$ cat config.mk
export PLATFORM = sky130hd
export DESIGN_NAME = video_ctrl_regs
export DESIGN_NICKNAME = d
export VERILOG_FILES = /design/src/logic/video_regs_pkg.sv /design/src/logic/pin_filter.sv /design/src/logic/video_ctrl_regs.sv
export SDC_FILE = /design/constraint.sdc
export NUM_CORES = 1
export LEC_CHECK = 0
export BUFFER_PORTS_ARGS = -buffer_cell sky130_fd_sc_hd__buf_2
export CAP_MARGIN = 15
export CORE_ASPECT_RATIO = 2
export CORE_MARGIN = 2
export CORE_UTILIZATION = 60
export CTS_CLUSTER_DIAMETER = 50
export CTS_CLUSTER_SIZE = 14
export DETAILED_ROUTE_END_ITERATION = 12
export HOLD_SLACK_MARGIN = 0.08
export PLACE_DENSITY = 0.77
export SLEW_MARGIN = 20
export SYNTH_ARGS = -nofsm -noshare
export SYNTH_HDL_FRONTEND = slang
export SYNTH_SLANG_ARGS = --single-unit
$ cat constraint.sdc
create_clock -name MCLK_I -period 5.08 [get_ports MCLK_I]
set_input_delay 0.254 -clock MCLK_I [delete_from_list [all_inputs] [get_ports MCLK_I]]
set_output_delay 0.254 -clock MCLK_I [all_outputs]
set_load 0.02 [all_outputs]
$ cat src/logic/video_regs_pkg.sv
// Shared constants, types and register map of the video decoder control/status bank
// Summary of operation
// - Signed 8-bit stop offset moves vertical blank end, 127 late to 128 early.
// - Setting colour reset sends a phase reset flag on the next genlock line.
// - After that line, zero the oscillator phase, then clear colour reset.
// - Comb field: 00 auto, 10 comb on, 11 bypassed; 01 reserved.
// - Colour gain field: 00 enabled, 10 disabled, 11 frozen; 01 reserved.
// - Input select bit 0: luma path from first converter, or second when set.
// - Input select bit 1: chroma path from first converter, or second when set.
// - Input select bit 2: internal converters when clear, external; resets set.
// - Identification register returns the firmware revision number.
// - Status one: source type bit 0, horizontal/vertical/subcarrier lock bits 1-3.
// - Lost-lock bit sticky since last status one read; cleared by that read.
// - Field rate bit reads 0 for 60 Hz, 1 for 50 Hz.
// - Status one bit 6 line alternating, bit 7 peak white detected.
// - Status two bit 3 gain and clamp lock, bit 4 odd field.
// - Status two bit 5 PAL switch of first odd line: 0 is 135, 1 is 225.
// - Status three presents current colour gain code, 0.831 percent per step.
// - Status four holds oscillator phase at hsync fall of first odd line.
// - Blank end measured from per-standard end lines, e.g. 21 and 284.5.
package video_regs_pkg;

   // ----------------------------------------
   // Register subaddresses
   // ----------------------------------------
   localparam logic [7:0] ADDR_VBLANK_STOP = 8'h19;
   localparam logic [7:0] ADDR_CHROMA_CTRL = 8'h1a;
   localparam logic [7:0] ADDR_INPUT_SEL = 8'h20;
   localparam logic [7:0] ADDR_REVISION = 8'h80;
   localparam logic [7:0] ADDR_STATUS_ONE = 8'h81;
   localparam logic [7:0] ADDR_STATUS_TWO = 8'h82;
   localparam logic [7:0] ADDR_GAIN = 8'h83;
   localparam logic [7:0] ADDR_SC_PHASE = 8'h84;

   // ----------------------------------------
   // Reset values and fields
   // ----------------------------------------
   localparam logic [7:0] RST_VBLANK_STOP = 8'h00;
   localparam logic [1:0] RST_COMB = 2'h0;
   localparam logic [1:0] RST_GAIN_MODE = 2'h0;
   localparam logic [2:0] RST_INPUT_SEL = 3'h4;
   localparam logic [1:0] CODE_RESERVED = 2'h1;
   localparam int CHROMA_GAIN_LSB = 0;
   localparam int CHROMA_COMB_LSB = 2;
   localparam int CHROMA_RESET_BIT = 4;
   localparam int SEL_LUMA_BIT = 0;
   localparam int SEL_CHROMA_BIT = 1;
   localparam int SEL_EXT_BIT = 2;
   // Arbitrary host port address and revision code
   localparam logic [6:0] DEF_DEV_ADDR = 7'h2e;
   localparam logic [7:0] DEF_REVISION = 8'h01;

   // ----------------------------------------
   // Frame geometry in half lines from line 1
   // ----------------------------------------
   localparam logic [10:0] HL_FRAME_525 = 11'h41a;
   localparam logic [10:0] HL_FRAME_625 = 11'h4e2;
   localparam logic [10:0] HL_END_525_ODD = 11'h028;
   localparam logic [10:0] HL_END_525_EVEN = 11'h237;
   localparam logic [10:0] HL_END_625_ODD = 11'h02d;
   localparam logic [10:0] HL_END_625_EVEN = 11'h29c;

   // ----------------------------------------
   // Timing
   // ----------------------------------------
   localparam int CLK_PERIOD_NS = 4;
   localparam int SPIKE_TIME_NS = 50;
   localparam int SPIKE_CYCLES = (SPIKE_TIME_NS + CLK_PERIOD_NS - 1) / CLK_PERIOD_NS;

   typedef enum logic [1:0] {STD_NTSC, STD_PAL, STD_MPAL, STD_NPAL} video_std_t;

   typedef struct packed {
      logic source_tape;
      logic hsync_lock;
      logic vsync_lock;
      logic subcarrier_lock;
      logic field_50hz;
      logic line_alternating;
      logic peak_white;
      logic gain_clamp_lock;
      logic odd_field;
      logic pal_switch;
      logic [7:0] agc_gain;
      logic [7:0] osc_phase;
   } video_status_t;

   typedef struct packed {
      logic [1:0] comb_mode;
      logic [1:0] auto_colour_gain_mode;
      logic luma_second_converter;
      logic chroma_second_converter;
      logic external_converter;
   } video_ctrl_t;

endpackage

$ cat src/logic/pin_filter.sv
// Spike filter for one sampled pin, with edge pulses
`timescale 1ns/10ps
module pin_filter #(
   parameter int STABLE_CYCLES = 13
) (
   input wire logic clk_i,
   input wire logic rst_n_i,
   input wire logic pin_i,
   output logic level_o,
   output logic rise_o,
   output logic fall_o
);

   localparam int CW = $clog2(STABLE_CYCLES + 1);
   localparam logic [CW-1:0] LAST = CW'(STABLE_CYCLES - 1);

   logic [CW-1:0] cnt_ff;

   // Level changes only after the pin has held its new value long enough
   always_ff @(posedge clk_i or negedge rst_n_i) begin
      if (!rst_n_i) begin
         cnt_ff <= '0;
         level_o <= 1'b1;
         rise_o <= 1'b0;
         fall_o <= 1'b0;
      end else begin
         rise_o <= 1'b0;
         fall_o <= 1'b0;
         if (pin_i == level_o) begin
            cnt_ff <= '0;
         end else if (cnt_ff == LAST) begin
            cnt_ff <= '0;
            level_o <= pin_i;
            rise_o <= pin_i;
            fall_o <= ~pin_i;
         end else begin
            cnt_ff <= cnt_ff + 1'b1;
         end
      end
   end

endmodule

$ cat src/logic/video_ctrl_regs.sv
// Control and status register bank of the video decoder behind its serial host port
`timescale 1ns/10ps
module video_ctrl_regs #(
   parameter logic [6:0] DEV_ADDR = video_regs_pkg::DEF_DEV_ADDR,
   parameter logic [7:0] REVISION = video_regs_pkg::DEF_REVISION,
   parameter int FILTER_CYCLES = video_regs_pkg::SPIKE_CYCLES
) (
   // Clock and reset
   input wire logic MCLK_I,
   input wire logic NRST_I,
   // Host port, open drain data
   input wire logic SCL_I,
   input wire logic SDA_I,
   output logic SDA_O,
   output logic SDA_OE_O,
   // Video timing
   input wire logic HALF_LINE_I,
   input wire logic FRAME_START_I,
   input wire logic LINE_START_I,
   input wire logic PHASE_SAMPLE_I,
   input wire video_regs_pkg::video_std_t STD_I,
   input wire video_regs_pkg::video_status_t STATUS_I,
   // Controls to the datapath
   output video_regs_pkg::video_ctrl_t CTRL_O,
   output logic VBLANK_END_O,
   output logic GENLOCK_PHASE_RESET_O,
   output logic OSC_PHASE_ZERO_O
);

   typedef enum {
      ST_IDLE, ST_ADDR, ST_ADDR_ACK, ST_SUB, ST_SUB_ACK, ST_WDATA, ST_WDATA_ACK, ST_RDATA, ST_RDATA_ACK
   } host_state_t;

   // ----------------------------------------
   // Pin filtering
   // ----------------------------------------
   logic scl_level, scl_rise, scl_fall;
   logic sda_level, sda_rise, sda_fall;

   pin_filter #(.STABLE_CYCLES(FILTER_CYCLES)) scl_filt (
      .clk_i(MCLK_I),
      .rst_n_i(NRST_I),
      .pin_i(SCL_I),
      .level_o(scl_level),
      .rise_o(scl_rise),
      .fall_o(scl_fall)
   );

   pin_filter #(.STABLE_CYCLES(FILTER_CYCLES)) sda_filt (
      .clk_i(MCLK_I),
      .rst_n_i(NRST_I),
      .pin_i(SDA_I),
      .level_o(sda_level),
      .rise_o(sda_rise),
      .fall_o(sda_fall)
   );

   logic bus_start, bus_stop;
   assign bus_start = sda_fall & scl_level;
   assign bus_stop = sda_rise & scl_level;

   // ----------------------------------------
   // Host port engine
   // ----------------------------------------
   host_state_t state_ff;
   logic [3:0] bit_cnt_ff;
   logic [7:0] shift_ff;
   logic [7:0] tx_ff;
   logic [7:0] sub_ff;
   logic rw_ff;
   logic wr_ff;
   logic [7:0] wr_addr_ff;
   logic [7:0] wr_data_ff;
   logic rd_load;
   logic [7:0] rd_data;

   logic [7:0] vblank_stop_ff;
   logic [1:0] comb_ff;
   logic [1:0] gain_mode_ff;
   logic colour_reset_ff;
   logic [2:0] input_sel_ff;
   logic lost_lock_ff;
   logic pal_switch_ff;
   logic [7:0] sc_phase_ff;

   // Loading a read byte happens on the SCL fall that opens it
   always_comb begin
      rd_load = 1'b0;
      if (scl_fall) begin
         if (state_ff == ST_ADDR_ACK && rw_ff) begin
            rd_load = 1'b1;
         end else if (state_ff == ST_RDATA_ACK && !shift_ff[0]) begin
            rd_load = 1'b1;
         end
      end
   end

   always_comb begin
      case (sub_ff)
         video_regs_pkg::ADDR_VBLANK_STOP: rd_data = vblank_stop_ff;
         video_regs_pkg::ADDR_CHROMA_CTRL: rd_data = {3'h0, colour_reset_ff, comb_ff, gain_mode_ff};
         video_regs_pkg::ADDR_INPUT_SEL: rd_data = {5'h00, input_sel_ff};
         video_regs_pkg::ADDR_REVISION: rd_data = REVISION;
         video_regs_pkg::ADDR_STATUS_ONE: rd_data = {STATUS_I.peak_white, STATUS_I.line_alternating,
            STATUS_I.field_50hz, lost_lock_ff, STATUS_I.subcarrier_lock,
            STATUS_I.vsync_lock, STATUS_I.hsync_lock, STATUS_I.source_tape};
         video_regs_pkg::ADDR_STATUS_TWO: rd_data = {2'h0, pal_switch_ff, STATUS_I.odd_field,
            STATUS_I.gain_clamp_lock, 3'h0};
         video_regs_pkg::ADDR_GAIN: rd_data = STATUS_I.agc_gain;
         video_regs_pkg::ADDR_SC_PHASE: rd_data = sc_phase_ff;
         default: rd_data = 8'h00;
      endcase
   end

   always_ff @(posedge MCLK_I or negedge NRST_I) begin
      if (!NRST_I) begin
         state_ff <= ST_IDLE;
         bit_cnt_ff <= 4'h0;
         shift_ff <= 8'h00;
         tx_ff <= 8'h00;
         sub_ff <= 8'h00;
         rw_ff <= 1'b0;
         SDA_OE_O <= 1'b0;
         wr_ff <= 1'b0;
         wr_addr_ff <= 8'h00;
         wr_data_ff <= 8'h00;
      end else begin
         wr_ff <= 1'b0;
         if (bus_stop) begin
            state_ff <= ST_IDLE;
            SDA_OE_O <= 1'b0;
         end else if (bus_start) begin
            state_ff <= ST_ADDR;
            bit_cnt_ff <= 4'h0;
            SDA_OE_O <= 1'b0;
         end else if (scl_rise) begin
            case (state_ff)
               ST_ADDR, ST_SUB, ST_WDATA: begin
                  shift_ff <= {shift_ff[6:0], sda_level};
                  bit_cnt_ff <= bit_cnt_ff + 4'h1;
               end
               ST_RDATA: bit_cnt_ff <= bit_cnt_ff + 4'h1;
               ST_RDATA_ACK: shift_ff <= {7'h00, sda_level};
               default: ;
            endcase
         end else if (scl_fall) begin
            case (state_ff)
               ST_ADDR: begin
                  if (bit_cnt_ff == 4'h8) begin
                     bit_cnt_ff <= 4'h0;
                     if (shift_ff[7:1] == DEV_ADDR) begin
                        rw_ff <= shift_ff[0];
                        SDA_OE_O <= 1'b1;
                        state_ff <= ST_ADDR_ACK;
                     end else begin
                        state_ff <= ST_IDLE;
                     end
                  end
               end
               ST_ADDR_ACK, ST_RDATA_ACK: begin
                  bit_cnt_ff <= 4'h0;
                  if (rd_load) begin
                     SDA_OE_O <= ~rd_data[7];
                     tx_ff <= {rd_data[6:0], 1'b0};
                     sub_ff <= sub_ff + 8'h01;
                     state_ff <= ST_RDATA;
                  end else begin
                     SDA_OE_O <= 1'b0;
                     state_ff <= (state_ff == ST_ADDR_ACK) ? ST_SUB : ST_IDLE;
                  end
               end
               ST_SUB: begin
                  if (bit_cnt_ff == 4'h8) begin
                     bit_cnt_ff <= 4'h0;
                     sub_ff <= shift_ff;
                     SDA_OE_O <= 1'b1;
                     state_ff <= ST_SUB_ACK;
                  end
               end
               ST_SUB_ACK, ST_WDATA_ACK: begin
                  SDA_OE_O <= 1'b0;
                  state_ff <= ST_WDATA;
               end
               ST_WDATA: begin
                  if (bit_cnt_ff == 4'h8) begin
                     bit_cnt_ff <= 4'h0;
                     wr_ff <= 1'b1;
                     wr_addr_ff <= sub_ff;
                     wr_data_ff <= shift_ff;
                     sub_ff <= sub_ff + 8'h01;
                     SDA_OE_O <= 1'b1;
                     state_ff <= ST_WDATA_ACK;
                  end
               end
               ST_RDATA: begin
                  if (bit_cnt_ff == 4'h8) begin
                     SDA_OE_O <= 1'b0;
                     state_ff <= ST_RDATA_ACK;
                  end else begin
                     SDA_OE_O <= ~tx_ff[7];
                     tx_ff <= {tx_ff[6:0], 1'b0};
                  end
               end
               default: ;
            endcase
         end
      end
   end

   // Open drain: the pad value is always low, only the enable moves
   always_ff @(posedge MCLK_I or negedge NRST_I) begin
      if (!NRST_I) begin
         SDA_O <= 1'b0;
      end else begin
         SDA_O <= 1'b0;
      end
   end

   // ----------------------------------------
   // Writable registers
   // ----------------------------------------
   logic wr_vblank, wr_chroma, wr_input;
   assign wr_vblank = wr_ff && wr_addr_ff == video_regs_pkg::ADDR_VBLANK_STOP;
   assign wr_chroma = wr_ff && wr_addr_ff == video_regs_pkg::ADDR_CHROMA_CTRL;
   assign wr_input = wr_ff && wr_addr_ff == video_regs_pkg::ADDR_INPUT_SEL;

   logic [1:0] wr_comb, wr_gain;
   assign wr_comb = wr_data_ff[video_regs_pkg::CHROMA_COMB_LSB +: 2];
   assign wr_gain = wr_data_ff[video_regs_pkg::CHROMA_GAIN_LSB +: 2];

   // Status and identification addresses have no write path at all
   always_ff @(posedge MCLK_I or negedge NRST_I) begin
      if (!NRST_I) begin
         vblank_stop_ff <= video_regs_pkg::RST_VBLANK_STOP;
         comb_ff <= video_regs_pkg::RST_COMB;
         gain_mode_ff <= video_regs_pkg::RST_GAIN_MODE;
         input_sel_ff <= video_regs_pkg::RST_INPUT_SEL;
      end else begin
         if (wr_vblank) begin
            vblank_stop_ff <= wr_data_ff;
         end
         // Reserved codes would leave the datapath undefined, so they are dropped
         if (wr_chroma && wr_comb != video_regs_pkg::CODE_RESERVED) begin
            comb_ff <= wr_comb;
         end
         if (wr_chroma && wr_gain != video_regs_pkg::CODE_RESERVED) begin
            gain_mode_ff <= wr_gain;
         end
         if (wr_input) begin
            input_sel_ff <= wr_data_ff[2:0];
         end
      end
   end

   always_ff @(posedge MCLK_I or negedge NRST_I) begin
      if (!NRST_I) begin
         CTRL_O <= '0;
      end else begin
         CTRL_O.comb_mode <= comb_ff;
         CTRL_O.auto_colour_gain_mode <= gain_mode_ff;
         CTRL_O.luma_second_converter <= input_sel_ff[video_regs_pkg::SEL_LUMA_BIT];
         CTRL_O.chroma_second_converter <= input_sel_ff[video_regs_pkg::SEL_CHROMA_BIT];
         CTRL_O.external_converter <= input_sel_ff[video_regs_pkg::SEL_EXT_BIT];
      end
   end

   // ----------------------------------------
   // Colour reset and genlock flag
   // ----------------------------------------
   logic wr_colour_set, wr_colour_clr, flag_done;
   assign wr_colour_set = wr_chroma & wr_data_ff[video_regs_pkg::CHROMA_RESET_BIT];
   assign wr_colour_clr = wr_chroma & ~wr_data_ff[video_regs_pkg::CHROMA_RESET_BIT];
   assign flag_done = LINE_START_I & GENLOCK_PHASE_RESET_O;

   // Flag rides one whole line; its end zeroes the oscillator
   always_ff @(posedge MCLK_I or negedge NRST_I) begin
      if (!NRST_I) begin
         GENLOCK_PHASE_RESET_O <= 1'b0;
         OSC_PHASE_ZERO_O <= 1'b0;
      end else begin
         OSC_PHASE_ZERO_O <= flag_done;
         if (flag_done) begin
            GENLOCK_PHASE_RESET_O <= 1'b0;
         end else if (LINE_START_I && colour_reset_ff) begin
            GENLOCK_PHASE_RESET_O <= 1'b1;
         end
      end
   end

   // A fresh host set in the clearing cycle survives
   always_ff @(posedge MCLK_I or negedge NRST_I) begin
      if (!NRST_I) begin
         colour_reset_ff <= 1'b0;
      end else if (wr_colour_set) begin
         colour_reset_ff <= 1'b1;
      end else if (wr_colour_clr || OSC_PHASE_ZERO_O) begin
         colour_reset_ff <= 1'b0;
      end
   end

   // ----------------------------------------
   // Sticky lost lock and sampled status
   // ----------------------------------------
   logic locked_prev_ff, lock_lost;
   assign lock_lost = locked_prev_ff & ~(STATUS_I.hsync_lock & STATUS_I.vsync_lock);

   always_ff @(posedge MCLK_I or negedge NRST_I) begin
      if (!NRST_I) begin
         locked_prev_ff <= 1'b0;
         lost_lock_ff <= 1'b0;
      end else begin
         locked_prev_ff <= STATUS_I.hsync_lock & STATUS_I.vsync_lock;
         if (lock_lost) begin
            lost_lock_ff <= 1'b1;
         end else if (rd_load && sub_ff == video_regs_pkg::ADDR_STATUS_ONE) begin
            lost_lock_ff <= 1'b0;
         end
      end
   end

   // Phase sampled at the hsync fall of the first odd line
   always_ff @(posedge MCLK_I or negedge NRST_I) begin
      if (!NRST_I) begin
         sc_phase_ff <= 8'h00;
         pal_switch_ff <= 1'b0;
      end else if (PHASE_SAMPLE_I) begin
         sc_phase_ff <= OSC_PHASE_ZERO_O ? 8'h00 : STATUS_I.osc_phase;
         pal_switch_ff <= STATUS_I.pal_switch;
      end
   end

   // ----------------------------------------
   // Vertical blank end placement
   // ----------------------------------------
   logic [10:0] hl_cnt_ff, frame_hl, end_odd, end_even;
   logic [10:0] tgt_odd, tgt_even, hl_next;

   always_comb begin
      case (STD_I)
         video_regs_pkg::STD_PAL, video_regs_pkg::STD_NPAL: begin
            frame_hl = video_regs_pkg::HL_FRAME_625;
            end_odd = video_regs_pkg::HL_END_625_ODD;
            end_even = video_regs_pkg::HL_END_625_EVEN;
         end
         default: begin
            frame_hl = video_regs_pkg::HL_FRAME_525;
            end_odd = video_regs_pkg::HL_END_525_ODD;
            end_even = video_regs_pkg::HL_END_525_EVEN;
         end
      endcase
   end

   function automatic logic [10:0] shift_end(input logic [10:0] base, input logic [7:0] off,
                                             input logic [10:0] frame);
      logic signed [12:0] t;
      t = $signed({2'b00, base}) + $signed({{4{off[7]}}, off, 1'b0});
      if (t < 0) begin
         t = t + $signed({2'b00, frame});
      end else if (t >= $signed({2'b00, frame})) begin
         t = t - $signed({2'b00, frame});
      end
      return t[10:0];
   endfunction

   // Offset counts whole lines, two half lines each, positive is later
   assign tgt_odd = shift_end(end_odd, vblank_stop_ff, frame_hl);
   assign tgt_even = shift_end(end_even, vblank_stop_ff, frame_hl);
   assign hl_next = (hl_cnt_ff + 11'h001 >= frame_hl) ? 11'h000 : hl_cnt_ff + 11'h001;

   always_ff @(posedge MCLK_I or negedge NRST_I) begin
      if (!NRST_I) begin
         hl_cnt_ff <= 11'h000;
         VBLANK_END_O <= 1'b0;
      end else begin
         VBLANK_END_O <= 1'b0;
         if (FRAME_START_I) begin
            hl_cnt_ff <= 11'h000;
            VBLANK_END_O <= (tgt_odd == 11'h000) || (tgt_even == 11'h000);
         end else if (HALF_LINE_I) begin
            hl_cnt_ff <= hl_next;
            VBLANK_END_O <= (hl_next == tgt_odd) || (hl_next == tgt_even);
         end
      end
   end

endmodule

== Word level (Yosys, flattened, before mapping) ==
Cells that the tools add are included.

* Bitwise logic cells: 18
* $lt $le $gt $ge: 5
* Muxes and demuxes: 77
* Add/sub/neg operators: 11
* Reduce and logical (&&, ||, !) cells: 43
* Equality and inequality tests: 46

{| class="wikitable"
|+ Operator list
! cell !! number
|-
| 32-bit two-way mux || 8
|-
| 32-bit case mux with 6 select lines || 1
|-
| 32-bit by 3-bit == test with 1-bit output (second input constant) || 5
|-
| 11-bit two-way mux || 7
|-
| 32-bit by 2-bit == test with 1-bit output (second input constant) || 2
|-
| 8-bit two-way mux || 8
|-
| 8-bit case mux with 8 select lines || 1
|-
| 8-bit == test (second input constant) || 5
|-
| 4-bit two-way mux || 9
|-
| 1-bit two-way mux || 34
|-
| 32-bit by 1-bit == test with 1-bit output (second input constant) || 1
|-
| 32-bit by 4-bit == test with 1-bit output (second input constant) || 1
|-
| 32-bit by 5-bit == test with 1-bit output (second input constant) || 1
|-
| 8-bit by 5-bit == test with 1-bit output (second input constant) || 4
|-
| 8-bit case mux with 2 select lines || 2
|-
| 8-bit case mux with 3 select lines || 1
|-
| 11-bit == test || 2
|-
| 11-bit logical NOT || 2
|-
| 7-bit AND reduction || 3
|-
| 4-bit != test (second input constant) || 5
|-
| 8-bit by 6-bit == test with 1-bit output (second input constant) || 2
|-
| 11-bit by 9-bit adder with 12-bit output || 1
|-
| 4-bit by 1-bit adder with 4-bit output (second input constant) || 3
|-
| 4-bit == test (second input constant) || 3
|-
| 42 further kinds || 89
|}

* Flip-flop bits (word level): 141
* Output and inout bits: 12
* Logic and storage cells: 236

== Longest topological paths before layout ==
* Depth in word-level cells: 11
* Depth in mapped cells: 17
* Mapped depth without buffers: 16

== By module ==
Synthesis repeated with hierarchy kept, for this count alone.

* Cells, all modules: 776
* Area total of the unflattened synthesis: 7030.5 µm²

{| class="wikitable"
|+ Modules (own cells, without submodules)
! module !! area an instance (µm²) !! cells an instance !! times used
|-
| video_ctrl_regs || 6397.4 || 726 || 1
|-
| pin_filter || 316.6 || 25 || 2
|}

== Least setup slack after synthesis ==
Ideal clock, no wire load.

* Kind: register -> register
* Start point: register hl_cnt_ff[0]
* End point: register VBLANK_END_O
* Setup slack: 1.881 ns
* Stages on the path, launching flop included: 17
* Data required time: 4.947 ns
* Buffers on the path: 1
* Arrival: 3.066 ns
* Cell sequence: dfrtp_1 ha_1 and4_4 nand2_1 xor2_1 inv_1 ha_1 a21o_1 a21oi_1 o21ai_2 a21oi_4 nor2_2 buf_6 and2_0 mux2_4 o211ai_2 o221ai_2

* Longest elaborated chain between the ends: 7

{| class="wikitable"
|+ Ends and longest elaborated chain
! what !! RTL line !! RTL
|-
| from (decl) || video_ctrl_regs.sv:335 || <nowiki>logic [10:0] hl_cnt_ff, frame_hl, end_odd, end_even;</nowiki>
|-
| from (signal assigned) || video_ctrl_regs.sv:380 || <nowiki>hl_cnt_ff <= hl_next;</nowiki>
|-
| 11-bit by 1-bit adder with 11-bit output (*) || video_ctrl_regs.sv:368 || <nowiki>assign hl_next = (hl_cnt_ff + 11'h001 >= frame_hl) ? 11'h000 : hl_cnt_ff + 11'h001;</nowiki>
|-
| 11-bit >= comparator || video_ctrl_regs.sv:368 ||
|-
| 11-bit two-way mux (*) || video_ctrl_regs.sv:368 ||
|-
| 11-bit == test || video_ctrl_regs.sv:381 || <nowiki>VBLANK_END_O <= (hl_next == tgt_odd) || (hl_next == tgt_even);</nowiki>
|-
| 1-bit logical OR (*) || video_ctrl_regs.sv:381 ||
|-
| 1-bit two-way mux (*) || video_ctrl_regs.sv:379 || <nowiki>end else if (HALF_LINE_I) begin</nowiki>
|-
| 1-bit two-way mux (*) || video_ctrl_regs.sv:376 || <nowiki>if (FRAME_START_I) begin</nowiki>
|-
| to (signal assigned) || video_ctrl_regs.sv:378 || <nowiki>VBLANK_END_O <= (tgt_odd == 11'h000) || (tgt_even == 11'h000);</nowiki>
|-
| to (signal assigned) || video_ctrl_regs.sv:381 ||
|-
| to (decl) || video_ctrl_regs.sv:25 || <nowiki>output logic VBLANK_END_O,</nowiki>
|}

Mark *: on every way between the ends. The rest lies on a longest branch, timed or not.
A chain may end at the register's enable or synchronous reset.

== Final worst setup path ==
Ends and elaborated chain as after synthesis.

==> reports/qor.yml <==
h-tree-depth: 3
post-route-min-period_ns: 3.84
dp_hpwl_um: 11700
syn_nets: 844
max_freq_ghz: 0.260
hold_class: "input port to asynchronous set/reset pin"
p_switching_uw: 443
crit_path_end_kind: "register"
seqPwrFrac_pct: 53.0
synth_seq_area_share_pct: 39.8
antenna_found_initial: 0
grt_max_degree: 78
path_common_cell: "ha_1"
outcome: "finished, final reports clean"
slew_violations: 0
p_comb_share_pct: 7.8
drcViolationCount: 0
num-nets-final: 867
grt.total_usage_pct: 26.9
die_h_um: 157
worst_setup_path_start_kind: "register"
fin_hold_ws_ns: 0.0410
synth_top_area_cell: "dfrtp_1"
max_slew.worst_pin.slew_ns: 0.961
synth_edf_count: 0
synthTopCellsByCount: "dfrtp_1 (109), nor2_1 (69), a21oi_1 (63)"
hold_violations: 0
fin_skew_ns: 0.00953
layoutNonFillerInstCount: 951
postSynth.asyncResetShare_pct: 100
crit_slowest_cell: "dfrtp_1"
crit_fanout: 14
timing.rr.start: "hl_cnt_ff[0]"
fin_tns_setup_ns: 0
ctsHoldBuffers: 0
nFillCells: 930
grt_overflow: 0
synth.avg_cell_area_um2: 9.06
power_frac_clock_pct: 39.2
grt_pass1_vias: 5429
grt_setup_unrepaired: "false"
io-pin-count: 48
root_buffer: "clkbuf_16"
start_util_pct: 61.0
clock_path_buffers: 2
syn_inst: 778
dieArea_um2: 12700
cts_tree: "built"
cp_cell_sequence: "ha_1, and4_4, nand2_1, xor2_1, inv_1, ha_1, a21o_1, a21oi_1, o21ai_2, a21oi_4, or2_4, o21ai_0, a32o_1, nand4_1, o221ai_2"
rows: 56
setup_viol: 0
worst_slack_ns: 1.24
switching_share_pct: 25.3
crit_type: "register to register"
ant_nets: 0
multiInputGateArea_um2: 3880
seqCellArea_um2: 2810
ys_seq_elements: 112
synth_top_area_share_pct: 38.7
yosysMostFrequentCell: "dfrtp_1"
crit_path_start: "hl_cnt_ff[0]"
power.total_mw: 1.75
detail_route.wirelength_um: 16200
synth_cell_type_count: 84
drt_pre_antenna_iters: 7
avgRoutedWirePerCell_um: 17.0
use_met1_pct: 38.8
cp_top_family: "compound AO/OA/AOI/OAI gates"
grt_pass1_wl_um: 26800
coreArea_um2: 11600
maxSlewHeadroom_pct: 35.9
clkTransAtPathRegs_ns: 0.08
cts_setup_buffers: 0
insertedDiodeCount: 0
worst_ep_required_time_ns: 5.30
crit_arrival_ns: 4.06
drv_cap: 0
p_per_area_nw_per_um2: 231
insertion_delay_ns: 0.35
met2_usage_pct: 41.6
use_met3_pct: 3.15
post_cts_resized: 0
gp_congestion: 0.878
netlist_area_um2: 7050
p_leak_nw: 3.37
drtIter0Drc: 578
synth.area.top_cells: "dfrtp_1 (39%), ha_1 (5.3%), mux2_2 (4.6%), a21oi_1 (4.5%), nor2_1 (3.7%)"
top_usage_layer: "met2"
syn_to_final_growth_pct: 7.83
p_int_mw: 1.31
ys_warn_count: 0
critical-path-max-stage-delay_ns: 0.46
crit_buf_inv: 1
cts_sinks: 112
die_w_um: 80.6
io_buffers: 45
via_count: 5837
placed_cells: 935
ir_worst_vdd_v: 0.000238
min_period_over_period_pct: 75.6
place_ws_ns: 1.35
final_layout_size_suffix_gt1_share_pct: 14.8
cts_buffers: 9
via_per_inst: 6.14
ys.flop_type: "dfrtp_1"
[worst reg2reg max path: cells and delay by family, from the launching register on]
kind / cells / cell delay, ns
adders and majority gates: 2 / 0.65
xor gates and xnor gates: 1 / 0.40
AOI/OAI and AO/OA: 7 / 1.32
buffers and inverters: 1 / 0.16
DFF: 1 / 0.46
and+or+nand+nor: 4 / 0.74
[final timing paths]
path                                    endpoint  slack, ns  depth (start not counted)
setup / recovery                    VBLANK_END_O       1.24                         15
hold reg to reg                        CTRL_O[2]       0.41                          0
hold / removal                     bit_cnt_ff[3]       0.04                          1
min in group MCLK_I        GENLOCK_PHASE_RESET_O       0.11                          2
max in group asynchronous        gain_mode_ff[1]       4.00                          2
setup reg to reg                    VBLANK_END_O       1.24                         15
[logic make-up after synthesis]
family                   share of synthesized area, %
multiplexers                                     5.70
AO/OA/AOI/OAI                                    18.7
adder cells (fa/ha/maj)                          5.33
flip-flops                                       39.8
AND/OR/NAND/NOR                                  20.2
other                                          0.0532
XOR/XNOR                                         5.10
buffers and inverters                            5.15
[layout make-up]
class | instances | area share (%)
Multi-Input combinational cell | 579 | 51.0
Tap cell | 145 | 2.39
Sequential cell | 112 | 36.9
Inverter | 51 | 2.52
Clock buffer | 9 | 2.96
Timing Repair Buffer | 48 | 3.29
Clock inverter | 7 | 0.873
[registers in the layout (all words and copies together) (netlist names), 2 cells and up]
signal,cells
sda_filt.cnt_ff,4
scl_filt.cnt_ff,4
vblank_stop_ff,8
hl_cnt_ff,11
wr_data_ff,8
sc_phase_ff,8
shift_ff,8
input_sel_ff,3
state_ff,4
sub_ff,8
comb_ff,2
CTRL_O,7
gain_mode_ff,2
wr_addr_ff,8
tx_ff,7
bit_cnt_ff,4
[placed cells by master, fill, tap and decap left out, types with 4 or more instances in the layout]
master	instances
a21oi_1	63
a222oi_1	8
a22o_1	4
a22oi_1	14
a31oi_1	8
and2_1	7
and3_1	5
and4_1	4
buf_2	44
buf_4	4
clkbuf_16	9
dfrtp_1	109
ha_1	30
inv_1	51
mux2_2	29
mux2i_1	6
nand2_1	56
nand2b_1	10
nand3_1	32
nand3b_1	13
nand4_1	6
nor2_1	69
nor2b_1	6
nor3_1	20
nor3b_1	9
nor4_1	5
o211ai_1	4
o21a_1	4
o21ai_0	49
o22ai_1	7
o31ai_1	5
xnor2_1	22
xor2_1	14
[power groups by stage]
stage / clock network, mW / logic, mW / registers [mW]
floorplan: 0 / 0.0861 / 0.942
global placement: 0 / 0.132 / 0.946
detailed placement: 0 / 0.138 / 0.947
CTS: 0.701 / 0.139 / 0.929
global route: 0.741 / 0.158 / 0.933
finish: 0.687 / 0.137 / 0.929
[stage by stage]
step           area [um2]  util, %
2_1_floorplan        7050        -
3_3_place_gp         7310     63.2
3_5_place_dp         7310     63.2
4_1_cts              7600     65.7
5_1_grt              7600     65.7
6_report             7600     65.7
[layer usage]
layer / vias to the layer above / routed length (um)
met5: - / 0
met4: 0 / 385
met3: 34 / 836
met2: 194 / 7630
met1: 2755 / 7330
li1: 2854 / -
Note: power is estimated with default switching activity, not from simulation.
